### config.mk
export PLATFORM = sky130hd
export DESIGN_NAME = pllcg_top
export DESIGN_NICKNAME = d
export VERILOG_FILES = /design/src/hw/pllcg_pkg.sv /design/src/hw/pllcg_lock_timer.sv /design/src/hw/pllcg_rate_gen.sv /design/src/hw/pllcg_top.sv
export VERILOG_INCLUDE_DIRS = /design/src /design/src/hw
export SDC_FILE = /design/constraint.sdc
export NUM_CORES = 1
export LEC_CHECK = 0
export ABC_AREA = 1
export BUFFER_PORTS_ARGS = -buffer_cell sky130_fd_sc_hd__buf_4
export CAP_MARGIN = 20
export CORE_MARGIN = 5
export CORE_UTILIZATION = 50
export DETAILED_ROUTE_END_ITERATION = 6
export PLACE_DENSITY = 0.71
export SYNTH_ARGS = -nofsm -noshare
export SYNTH_HDL_FRONTEND = slang
export SYNTH_SLANG_ARGS = --single-unit
export TNS_END_PERCENT = 50
### constraint.sdc
create_clock -name aclk -period 4.3 [get_ports aclk]
set_input_delay 0.215 -clock aclk [delete_from_list [all_inputs] [get_ports aclk]]
set_output_delay 0.215 -clock aclk [all_outputs]
set_load 0.02 [all_outputs]
### src/hw/pllcg_defs.svh
// pllcg_defs.svh: addresses, field positions and reset values of the
// clock generator; definitions only, included by the top module and the testbench.
`ifndef PLLCG_DEFS_SVH
`define PLLCG_DEFS_SVH

// register map, byte address and word index
`define PLLCG_CTL_ADDR      12'h058
`define PLLCG_CTL_WORD      10'h016

// clock_mode_control fields
`define PLLCG_MUL_MSB       15
`define PLLCG_MUL_LSB       12
`define PLLCG_PDIV_BIT      11
`define PLLCG_CNT_MSB       10
`define PLLCG_CNT_LSB       3
`define PLLCG_ON_BIT        2
`define PLLCG_NDIV_BIT      1
`define PLLCG_STAT_BIT      0
`define PLLCG_MUL_MAX       4'hF

// reset values chosen by the strap pins
`define PLLCG_RST_DIV2      16'h0000
`define PLLCG_RST_X10       16'h9007
`define PLLCG_RST_X5        16'h4007
`define PLLCG_RST_X2        16'h1007
`define PLLCG_RST_X1        16'hF007
`define PLLCG_RST_DIV4      16'hF000

// strap patterns {first, second, third}
`define PLLCG_STRAP_000     3'h0
`define PLLCG_STRAP_001     3'h1
`define PLLCG_STRAP_010     3'h2
`define PLLCG_STRAP_100     3'h4
`define PLLCG_STRAP_110     3'h6
`define PLLCG_STRAP_111     3'h7
`define PLLCG_STRAP_101     3'h5

// bus answers
`define PLLCG_RESP_OKAY     2'h0
`define PLLCG_RESP_SLVERR   2'h2

`endif

### src/hw/pllcg_pkg.sv
// pllcg_pkg: types shared by the clock generator modules.
// assumes nothing beyond a SystemVerilog compiler.
package pllcg_pkg;

    typedef enum logic [1:0] {
        PLLCG_MODE_DIV  = 2'b00,
        PLLCG_MODE_LOCK = 2'b01,
        PLLCG_MODE_PLL  = 2'b10
    } pllcg_mode_t;

endpackage

### src/hw/pllcg_lock_timer.sv
// pllcg_lock_timer: counts a programmed lock time before pll clocking.
// assumes load is a one-cycle pulse from the mode controller.
`timescale 1ns/100ps
`default_nettype none
module pllcg_lock_timer
    import pllcg_pkg::*;
#(
    parameter int CNT_W     = 8,
    parameter int TICK      = 16
) (
    // clock and reset
    input  wire logic             aclk,
    input  wire logic             aresetn,
    // control
    input  wire logic             load,
    input  wire logic [CNT_W-1:0] load_value,
    // status
    output logic                  running,
    output logic                  done
);

    localparam int PRE_W = $clog2(TICK + 1);
    localparam logic [PRE_W-1:0] PRE_TOP = PRE_W'(TICK - 1);

    logic [CNT_W-1:0] remain;
    logic [PRE_W-1:0] pre;

    // reload wins over a pending expiry so a stale count never fires
    always_ff @(posedge aclk) begin
        if (!aresetn) begin
            running <= 1'b0;
            done    <= 1'b0;
            remain  <= '0;
            pre     <= '0;
        end else if (load) begin
            running <= 1'b1;
            done    <= 1'b0;
            remain  <= load_value;
            pre     <= PRE_TOP;
        end else if (running) begin
            if (remain == '0) begin
                running <= 1'b0;
                done    <= 1'b1;
            end else if (pre == '0) begin
                remain  <= remain - 1'b1;
                pre     <= PRE_TOP;
            end else begin
                pre     <= pre - 1'b1;
            end
        end else begin
            done <= 1'b0;
        end
    end

endmodule
`default_nettype wire

### src/hw/pllcg_rate_gen.sv
// pllcg_rate_gen: makes the master clock from the sampled reference.
// assumes ref_in is synchronous to aclk and slower than aclk / 2.
`timescale 1ns/100ps
`default_nettype none
module pllcg_rate_gen
    import pllcg_pkg::*;
#(
    parameter int PER_W = 16
) (
    // clock and reset
    input  wire logic       aclk,
    input  wire logic       aresetn,
    // reference and mode
    input  wire logic       ref_in,
    input  wire logic       pll_mode,
    input  wire logic       div4,
    input  wire logic [4:0] ratio_num,
    input  wire logic [1:0] ratio_shift,
    // master clock
    output logic            tick,
    output logic            master_clock
);

    localparam int ACC_W = PER_W + 3;

    logic             ref_q;
    logic             rise;
    logic [PER_W-1:0] cnt;
    logic [PER_W-1:0] period;
    logic [1:0]       edges;
    logic [ACC_W-1:0] acc;
    logic [ACC_W-1:0] acc_sum;
    logic [ACC_W-1:0] thr;
    logic             pll_hit;
    logic             div_hit;

    assign rise    = ref_in & ~ref_q;
    assign acc_sum = acc + ACC_W'(ratio_num);
    assign thr     = ACC_W'(period) << ratio_shift;
    assign pll_hit = (thr != '0) && (acc_sum >= thr);
    assign div_hit = rise && (div4 ? (edges == 2'h3) : edges[0]);

    // reference period in aclk cycles; count saturates, period then wraps to zero
    always_ff @(posedge aclk) begin
        if (!aresetn) begin
            ref_q  <= 1'b0;
            cnt    <= '0;
            period <= '0;
        end else begin
            ref_q <= ref_in;
            if (rise) begin
                period <= cnt + 1'b1;
                cnt    <= '0;
            end else if (cnt != '1) begin
                cnt <= cnt + 1'b1;
            end
        end
    end

    // divider path: every second or fourth reference edge
    always_ff @(posedge aclk) begin
        if (!aresetn) begin
            edges <= '0;
        end else if (rise) begin
            edges <= edges + 1'b1;
        end
    end

    // pll path: num ticks per (period << shift) cycles
    always_ff @(posedge aclk) begin
        if (!aresetn || !pll_mode) begin
            acc <= '0;
        end else if (pll_hit) begin
            acc <= acc_sum - thr;
        end else begin
            acc <= acc_sum;
        end
    end

    always_ff @(posedge aclk) begin
        if (!aresetn) begin
            tick         <= 1'b0;
            master_clock <= 1'b0;
        end else begin
            tick <= pll_mode ? pll_hit : div_hit;
            if (pll_mode ? pll_hit : div_hit) begin
                master_clock <= ~master_clock;
            end
        end
    end

endmodule
`default_nettype wire

### src/hw/pllcg_top.sv
// pllcg_top: clock mode register, strap reset, lock sequencing and
// the axi4-lite slave that reaches the register.
// assumes straps and reference are synchronous to aclk.
//
// The implementer's own choice: the AXI4-Lite interface to the registers.
`timescale 1ns/100ps
`default_nettype none
`include "pllcg_defs.svh"

module pllcg_top
    import pllcg_pkg::*;
#(
    parameter int LOCK_TICK = 16,
    parameter int PER_W     = 16
) (
    // clock and reset
    input  wire logic        aclk,
    input  wire logic        aresetn,
    // strap pins and reference
    input  wire logic        clock_strap_first,
    input  wire logic        clock_strap_second,
    input  wire logic        clock_strap_third,
    input  wire logic        reference_clock_input,
    // axi4-lite write address
    input  wire logic [11:0] s_axi_awaddr,
    input  wire logic [2:0]  s_axi_awprot,
    input  wire logic        s_axi_awvalid,
    output logic             s_axi_awready,
    // axi4-lite write data
    input  wire logic [31:0] s_axi_wdata,
    input  wire logic [3:0]  s_axi_wstrb,
    input  wire logic        s_axi_wvalid,
    output logic             s_axi_wready,
    // axi4-lite write response
    output logic [1:0]       s_axi_bresp,
    output logic             s_axi_bvalid,
    input  wire logic        s_axi_bready,
    // axi4-lite read address
    input  wire logic [11:0] s_axi_araddr,
    input  wire logic [2:0]  s_axi_arprot,
    input  wire logic        s_axi_arvalid,
    output logic             s_axi_arready,
    // axi4-lite read data
    output logic [31:0]      s_axi_rdata,
    output logic [1:0]       s_axi_rresp,
    output logic             s_axi_rvalid,
    input  wire logic        s_axi_rready,
    // clock outputs
    output logic             master_clock,
    output logic             master_clock_tick,
    output logic             pll_enable,
    output logic             oscillator_enable,
    output logic             pll_clock_active
);

    logic [2:0]  strap;
    logic [15:0] strap_value;
    logic [15:0] ctl;
    logic [15:0] next_ctl;
    logic [15:0] ctl_rd;
    pllcg_mode_t mode;
    pllcg_mode_t next_mode;
    logic        aw_held;
    logic [11:0] aw_addr_q;
    logic        w_held;
    logic [31:0] w_data_q;
    logic [3:0]  w_strb_q;
    logic        wr_fire;
    logic        wr_hit;
    logic        cfg_write;
    logic        ar_fire;
    logic        ar_hit;
    logic        next_aw_held;
    logic        next_w_held;
    logic        next_bvalid;
    logic        next_rvalid;
    logic        ratio_change;
    logic        timer_load;
    logic        timer_done;
    logic [3:0]  mul;
    logic        pdiv;
    logic [4:0]  ratio_num;
    logic [1:0]  ratio_shift;
    logic        div4;
    logic        gen_tick;
    logic        gen_clock;

    assign strap = {clock_strap_first, clock_strap_second, clock_strap_third};

    // reset value selected by the straps
    always_comb begin
        unique case (strap)
            `PLLCG_STRAP_000: strap_value = `PLLCG_RST_DIV2;
            `PLLCG_STRAP_001: strap_value = `PLLCG_RST_X10;
            `PLLCG_STRAP_010: strap_value = `PLLCG_RST_X5;
            `PLLCG_STRAP_100: strap_value = `PLLCG_RST_X2;
            `PLLCG_STRAP_110: strap_value = `PLLCG_RST_X1;
            `PLLCG_STRAP_111: strap_value = `PLLCG_RST_DIV2;
            `PLLCG_STRAP_101: strap_value = `PLLCG_RST_DIV4;
            default:          strap_value = `PLLCG_RST_DIV2;
        endcase
    end

    // ---------------- write channel ----------------
    assign wr_fire = aw_held & w_held & ~s_axi_bvalid;
    assign wr_hit  = (aw_addr_q[11:2] == `PLLCG_CTL_WORD);
    assign cfg_write = wr_fire & wr_hit;

    assign next_aw_held = wr_fire ? 1'b0 : (aw_held | (s_axi_awvalid & s_axi_awready));
    assign next_w_held  = wr_fire ? 1'b0 : (w_held | (s_axi_wvalid & s_axi_wready));
    assign next_bvalid  = wr_fire | (s_axi_bvalid & ~s_axi_bready);

    always_ff @(posedge aclk) begin
        if (!aresetn) begin
            aw_held   <= 1'b0;
            aw_addr_q <= '0;
        end else begin
            aw_held <= next_aw_held;
            if (s_axi_awvalid && s_axi_awready) begin
                aw_addr_q <= s_axi_awaddr;
            end
        end
    end

    always_ff @(posedge aclk) begin
        if (!aresetn) begin
            w_held   <= 1'b0;
            w_data_q <= '0;
            w_strb_q <= '0;
        end else begin
            w_held <= next_w_held;
            if (s_axi_wvalid && s_axi_wready) begin
                w_data_q <= s_axi_wdata;
                w_strb_q <= s_axi_wstrb;
            end
        end
    end

    always_ff @(posedge aclk) begin
        if (!aresetn) begin
            s_axi_awready <= 1'b0;
            s_axi_wready  <= 1'b0;
            s_axi_bvalid  <= 1'b0;
            s_axi_bresp   <= `PLLCG_RESP_OKAY;
        end else begin
            s_axi_awready <= ~next_aw_held & ~next_bvalid;
            s_axi_wready  <= ~next_w_held & ~next_bvalid;
            s_axi_bvalid  <= next_bvalid;
            if (wr_fire) begin
                s_axi_bresp <= wr_hit ? `PLLCG_RESP_OKAY : `PLLCG_RESP_SLVERR;
            end
        end
    end

    // ---------------- read channel ----------------
    assign ar_fire     = s_axi_arvalid & s_axi_arready;
    assign ar_hit      = (s_axi_araddr[11:2] == `PLLCG_CTL_WORD);
    assign next_rvalid = ar_fire | (s_axi_rvalid & ~s_axi_rready);

    // status bit shows live pll clocking
    always_comb begin
        ctl_rd = ctl;
        ctl_rd[`PLLCG_STAT_BIT] = (mode == PLLCG_MODE_PLL);
    end

    always_ff @(posedge aclk) begin
        if (!aresetn) begin
            s_axi_arready <= 1'b0;
            s_axi_rvalid  <= 1'b0;
            s_axi_rdata   <= '0;
            s_axi_rresp   <= `PLLCG_RESP_OKAY;
        end else begin
            s_axi_arready <= ~next_rvalid;
            s_axi_rvalid  <= next_rvalid;
            if (ar_fire) begin
                s_axi_rdata <= ar_hit ? {16'h0000, ctl_rd} : 32'h00000000;
                s_axi_rresp <= ar_hit ? `PLLCG_RESP_OKAY : `PLLCG_RESP_SLVERR;
            end
        end
    end

    // ---------------- clock mode register ----------------
    always_comb begin
        next_ctl = ctl;
        if (cfg_write) begin
            if (w_strb_q[0]) begin
                next_ctl[7:1] = w_data_q[7:1];
            end
            if (w_strb_q[1]) begin
                next_ctl[15:8] = w_data_q[15:8];
            end
        end
    end

    // straps load while reset is low, only software after release
    always_ff @(posedge aclk) begin
        if (!aresetn) begin
            ctl <= strap_value;
        end else begin
            ctl <= next_ctl;
        end
    end

    // ---------------- ratio decode ----------------
    assign mul  = next_ctl[`PLLCG_MUL_MSB:`PLLCG_MUL_LSB];
    assign pdiv = next_ctl[`PLLCG_PDIV_BIT];
    assign ratio_change = (next_ctl[`PLLCG_MUL_MSB:`PLLCG_PDIV_BIT]
                           != ctl[`PLLCG_MUL_MSB:`PLLCG_PDIV_BIT]);

    // 15 integer ratios, 15 halves, plus one quarter: 31 in all
    always_ff @(posedge aclk) begin
        if (!aresetn) begin
            ratio_num   <= 5'h01;
            ratio_shift <= 2'h0;
            div4        <= 1'b0;
        end else begin
            ratio_num   <= (mul == `PLLCG_MUL_MAX) ? 5'h01 : 5'({1'b0, mul} + 5'h01);
            ratio_shift <= pdiv ? ((mul == `PLLCG_MUL_MAX) ? 2'h2 : 2'h1) : 2'h0;
            div4        <= (mul == `PLLCG_MUL_MAX);
        end
    end

    // ---------------- mode sequencing ----------------
    always_comb begin
        next_mode  = mode;
        timer_load = 1'b0;
        unique case (mode)
            PLLCG_MODE_DIV: begin
                if (cfg_write && next_ctl[`PLLCG_NDIV_BIT]) begin
                    next_mode  = PLLCG_MODE_LOCK;
                    timer_load = 1'b1;
                end
            end
            PLLCG_MODE_LOCK: begin
                if (cfg_write && !next_ctl[`PLLCG_NDIV_BIT]) begin
                    next_mode = PLLCG_MODE_DIV;
                end else if (cfg_write) begin
                    timer_load = 1'b1;
                end else if (timer_done) begin
                    next_mode = PLLCG_MODE_PLL;
                end
            end
            PLLCG_MODE_PLL: begin
                if (cfg_write && !next_ctl[`PLLCG_NDIV_BIT]) begin
                    next_mode = PLLCG_MODE_DIV;
                end else if (cfg_write && ratio_change) begin
                    next_mode  = PLLCG_MODE_LOCK;
                    timer_load = 1'b1;
                end
            end
            default: begin
                next_mode = PLLCG_MODE_DIV;
            end
        endcase
    end

    // strapped pll ratios carry a zero lock count, so start locked
    always_ff @(posedge aclk) begin
        if (!aresetn) begin
            mode <= strap_value[`PLLCG_NDIV_BIT] ? PLLCG_MODE_PLL : PLLCG_MODE_DIV;
        end else begin
            mode <= next_mode;
        end
    end

    pllcg_lock_timer #(
        .CNT_W      (`PLLCG_CNT_MSB - `PLLCG_CNT_LSB + 1),
        .TICK       (LOCK_TICK)
    ) u_lock (
        .aclk       (aclk),
        .aresetn    (aresetn),
        .load       (timer_load),
        .load_value (next_ctl[`PLLCG_CNT_MSB:`PLLCG_CNT_LSB]),
        .running    (),
        .done       (timer_done)
    );

    pllcg_rate_gen #(
        .PER_W       (PER_W)
    ) u_gen (
        .aclk        (aclk),
        .aresetn     (aresetn),
        .ref_in      (reference_clock_input),
        .pll_mode    (mode == PLLCG_MODE_PLL),
        .div4        (div4),
        .ratio_num   (ratio_num),
        .ratio_shift (ratio_shift),
        .tick        (gen_tick),
        .master_clock(gen_clock)
    );

    // ---------------- outputs ----------------
    always_ff @(posedge aclk) begin
        if (!aresetn) begin
            master_clock      <= 1'b0;
            master_clock_tick <= 1'b0;
        end else begin
            master_clock      <= gen_clock;
            master_clock_tick <= gen_tick;
        end
    end

    // pll powered when forced on or when pll clocking is wanted
    always_ff @(posedge aclk) begin
        if (!aresetn) begin
            pll_enable       <= 1'b0;
            pll_clock_active <= 1'b0;
        end else begin
            pll_enable       <= ctl[`PLLCG_ON_BIT] | ctl[`PLLCG_NDIV_BIT];
            pll_clock_active <= (mode == PLLCG_MODE_PLL);
        end
    end

    // no reset term: oscillator tracks straps even during reset
    always_ff @(posedge aclk) begin
        oscillator_enable <= (strap != `PLLCG_STRAP_000);
    end

endmodule
`default_nettype wire

==> reports/results.ini <==
[min_path]
min-delay-start=clock_strap_second
hold_path_class=input pin to register

[finish]
antenna_cells=0
syn_to_final_growth_pct=14.9
final_core_utilization=0.579
fillers=1553
nNetsFinal=1339
stdcell_count=1464
drive_above_1_share=0.112

[power]
power_mw=4.28
powerDensity_nw_per_um2=451
ir_drop_mv=0.406
p_leak_nw=4.38

[die]
io_pins=123
rows=47
dieArea_um2=19200
core_area_um2=16400
start_util=0.504
die_h_um=139
die_w_um=139

[setup_path]
critPathLaunch=u_gen.acc[0]
cp-start-kind=register
crit_required_ps=4620
path_max_fanout=26
crit_arrival_ps=4260
worstSetupPathType=register to register
crit_path_end_kind=register
rr_startpoint=u_gen.acc[0]

[placed_design]
place_congestion=0.911
dp_hpwl_um=13700
place_inst=1430
io_buffers=75

[timing]
period_minus_slack_ps=3940
max_freq_mhz=254
relSlewSlack=0.444
fin_crit_sh=0.917
setup_viol=0
worstMarginPinSlew_ps=833
slew_viol_final=0
hold_violations=0
finClkSkew_ps=8.57

[global_routing]
antenna_found_initial=0
track_usage=0.197
grt_pass1_wl_um=32100
grt_pass1_vias=7056
overflow=0
grt_max_degree=55

[drt]
viasPerCell=5.05
drtPass1Iterations=5
finalWirelength_um=18900
drc=0
ant_nets=0
drtIter0Drc=445
routedWlPerCell_um=12.9
vias=7399

[cts]
clk_pin_slew_ps=70
htreeDepth=4
clkLatencyLatePin_ps=430
cts_made_buffers=17
clockRootBuffer=clkbuf_16
cts_sinks=153
cts_tree=built
clockBufferDepth=2

[logic_synthesis]
synth_area_um2=8260
syn_inst=1166
async_flop_share=0
synth_warnings=0
syn-mean-instance-area_um2=7.09
synthFlopType=dfxtp_1
synth-seq-area-share=0.374
synth.distinct_cells=50
synth_edf_count=3
synth-seq-cells=153

[outcome]
outcome=completed

[job]
drv_cap=0

==> power breakdown <==
group / internal (mW) / switching, mW
clock network: 0.772 / 0.686
logic: 0.462 / 0.774
registers: 1.52 / 0.0661
total: 2.76 / 1.53
==> registers in the layout, indices dropped and copies added (netlist names), 5 cells and up <==
name and cells:
aw_addr_q 10, ctl 15, ratio_num 5, s_axi_rdata 16
u_gen.acc 19, u_gen.cnt 16, u_gen.period 16, u_lock.pre 5
u_lock.remain 8, w_data_q 15
==> what timing repair did <==
| item | CTS | global route |
|---|---|---|
| resized for setup | 0 | 3 |
| setup buffers | 0 | 2 |
| setup endpoints to repair | 0 | 21 |
| hold buffers | 0 | 0 |
==> Yosys cell counts, drive strengths merged (5+ instances only) <==
| cell type | count | area share |
|---|---|---|
| nor3 | 13 | 0.0091 |
| buf | 32 | 0.029 |
| nand4 | 16 | 0.012 |
| a21oi | 88 | 0.053 |
| nand2 | 229 | 0.11 |
| dfxtp | 150 | 0.36 |
| nor4 | 10 | 0.0076 |
| o22ai | 7 | 0.0053 |
| inv | 151 | 0.069 |
| nand3 | 58 | 0.036 |
| nor2 | 139 | 0.067 |
| xor2 | 30 | 0.032 |
| o21ai | 128 | 0.079 |
| clkbuf | 23 | 0.010 |
| o211ai | 5 | 0.0062 |
| ha | 29 | 0.044 |
| xnor2 | 21 | 0.022 |
==> worst paths after layout <==
kind | endpoint | depth (start not counted) | slack, ps
hold reg to reg | master_clock_tick | 2 | 420
setup / recovery | u_gen.acc[2] | 22 | 360
hold / removal | oscillator_enable | 3 | 30
setup reg to reg | u_gen.acc[2] | 22 | 360
==> stage by stage <==
stage / TNS [ps] / setup WS (ps) / hold slack (ps) / instance area [um2]
floorplan: 0 / 1020 / 322 / 8330
global route: -48.2 / -24.7 / 25.2 / 9500
global placement: 0 / 492 / 402 / 8880
finish: 0 / 355 / 26.7 / 9500
detailed placement: 0 / 409 / 407 / 8880
CTS: 0 / 346 / 14.7 / 9470
==> per-layer routing <==
layer	vias up	part of all wire	global-route usage
li1	3898	-	-
met1	3292	0.46	0.248
met2	164	0.47	0.327
met3	45	0.039	0.0386
met4	0	0.034	0.0920
met5	-	0	0
==> area by class of cell <==
class,count,area [um2],area share
clock buffer,17,425,0.0448
timing repair buffer,83,623,0.0656
multi-input combinational,822,4340,0.457
tap,220,275,0.0290
sequential,153,3090,0.326
clock inverter,15,158,0.0166
inverter,154,578,0.0609
==> placed cells by master (no fill, tap or decap), types with 3 or more instances in the layout <==
cell,instances
ha_1,29
o21ai_0,108
nor2_4,4
nand2_1,223
nor3_1,11
o211ai_1,4
inv_1,148
nor2_1,133
inv_2,3
clkbuf_16,17
nand3b_1,4
conb_1,19
o22ai_1,7
buf_4,83
xor2_1,30
mux2i_1,3
o21ai_1,18
xnor2_1,21
dfxtp_1,150
nand3_1,56
nor4_1,9
a32o_1,3
nand2_2,3
inv_6,5
a21o_1,3
a21oi_1,88
edfxtp_1,3
nand4_1,16
clkinv_1,3
clkinv_8,4
==> cells by family after synthesis <==
logic type	share of synthesized area
AOI/OAI and AO/OA	0.161
xor gates and xnor gates	0.0541
adders and majority gates	0.0488
buffers and inverters	0.110
DFF	0.374
muxes	0.00363
other	0.000454
and+or+nand+nor	0.248
==> critical path, stage by stage (launching register included) <==
cell and delay, ps:
dfxtp_1 320, ha_1 200, fa_1 230, nand3_1 90, nand2_1 110, a21oi_1 70, nor2_1 160, nand2_1 150
nor3_4 290, nand3b_1 180, xor2_1 210, inv_1 60, ha_1 350, nand2_1 90, nor2_1 130, inv_1 90
nor4_2 240, nand3_1 120, nand4_1 170, nand2_4 70, buf_4 220, o21ai_0 200, nor2_1 70
Power figures use the tool's default switching activity.
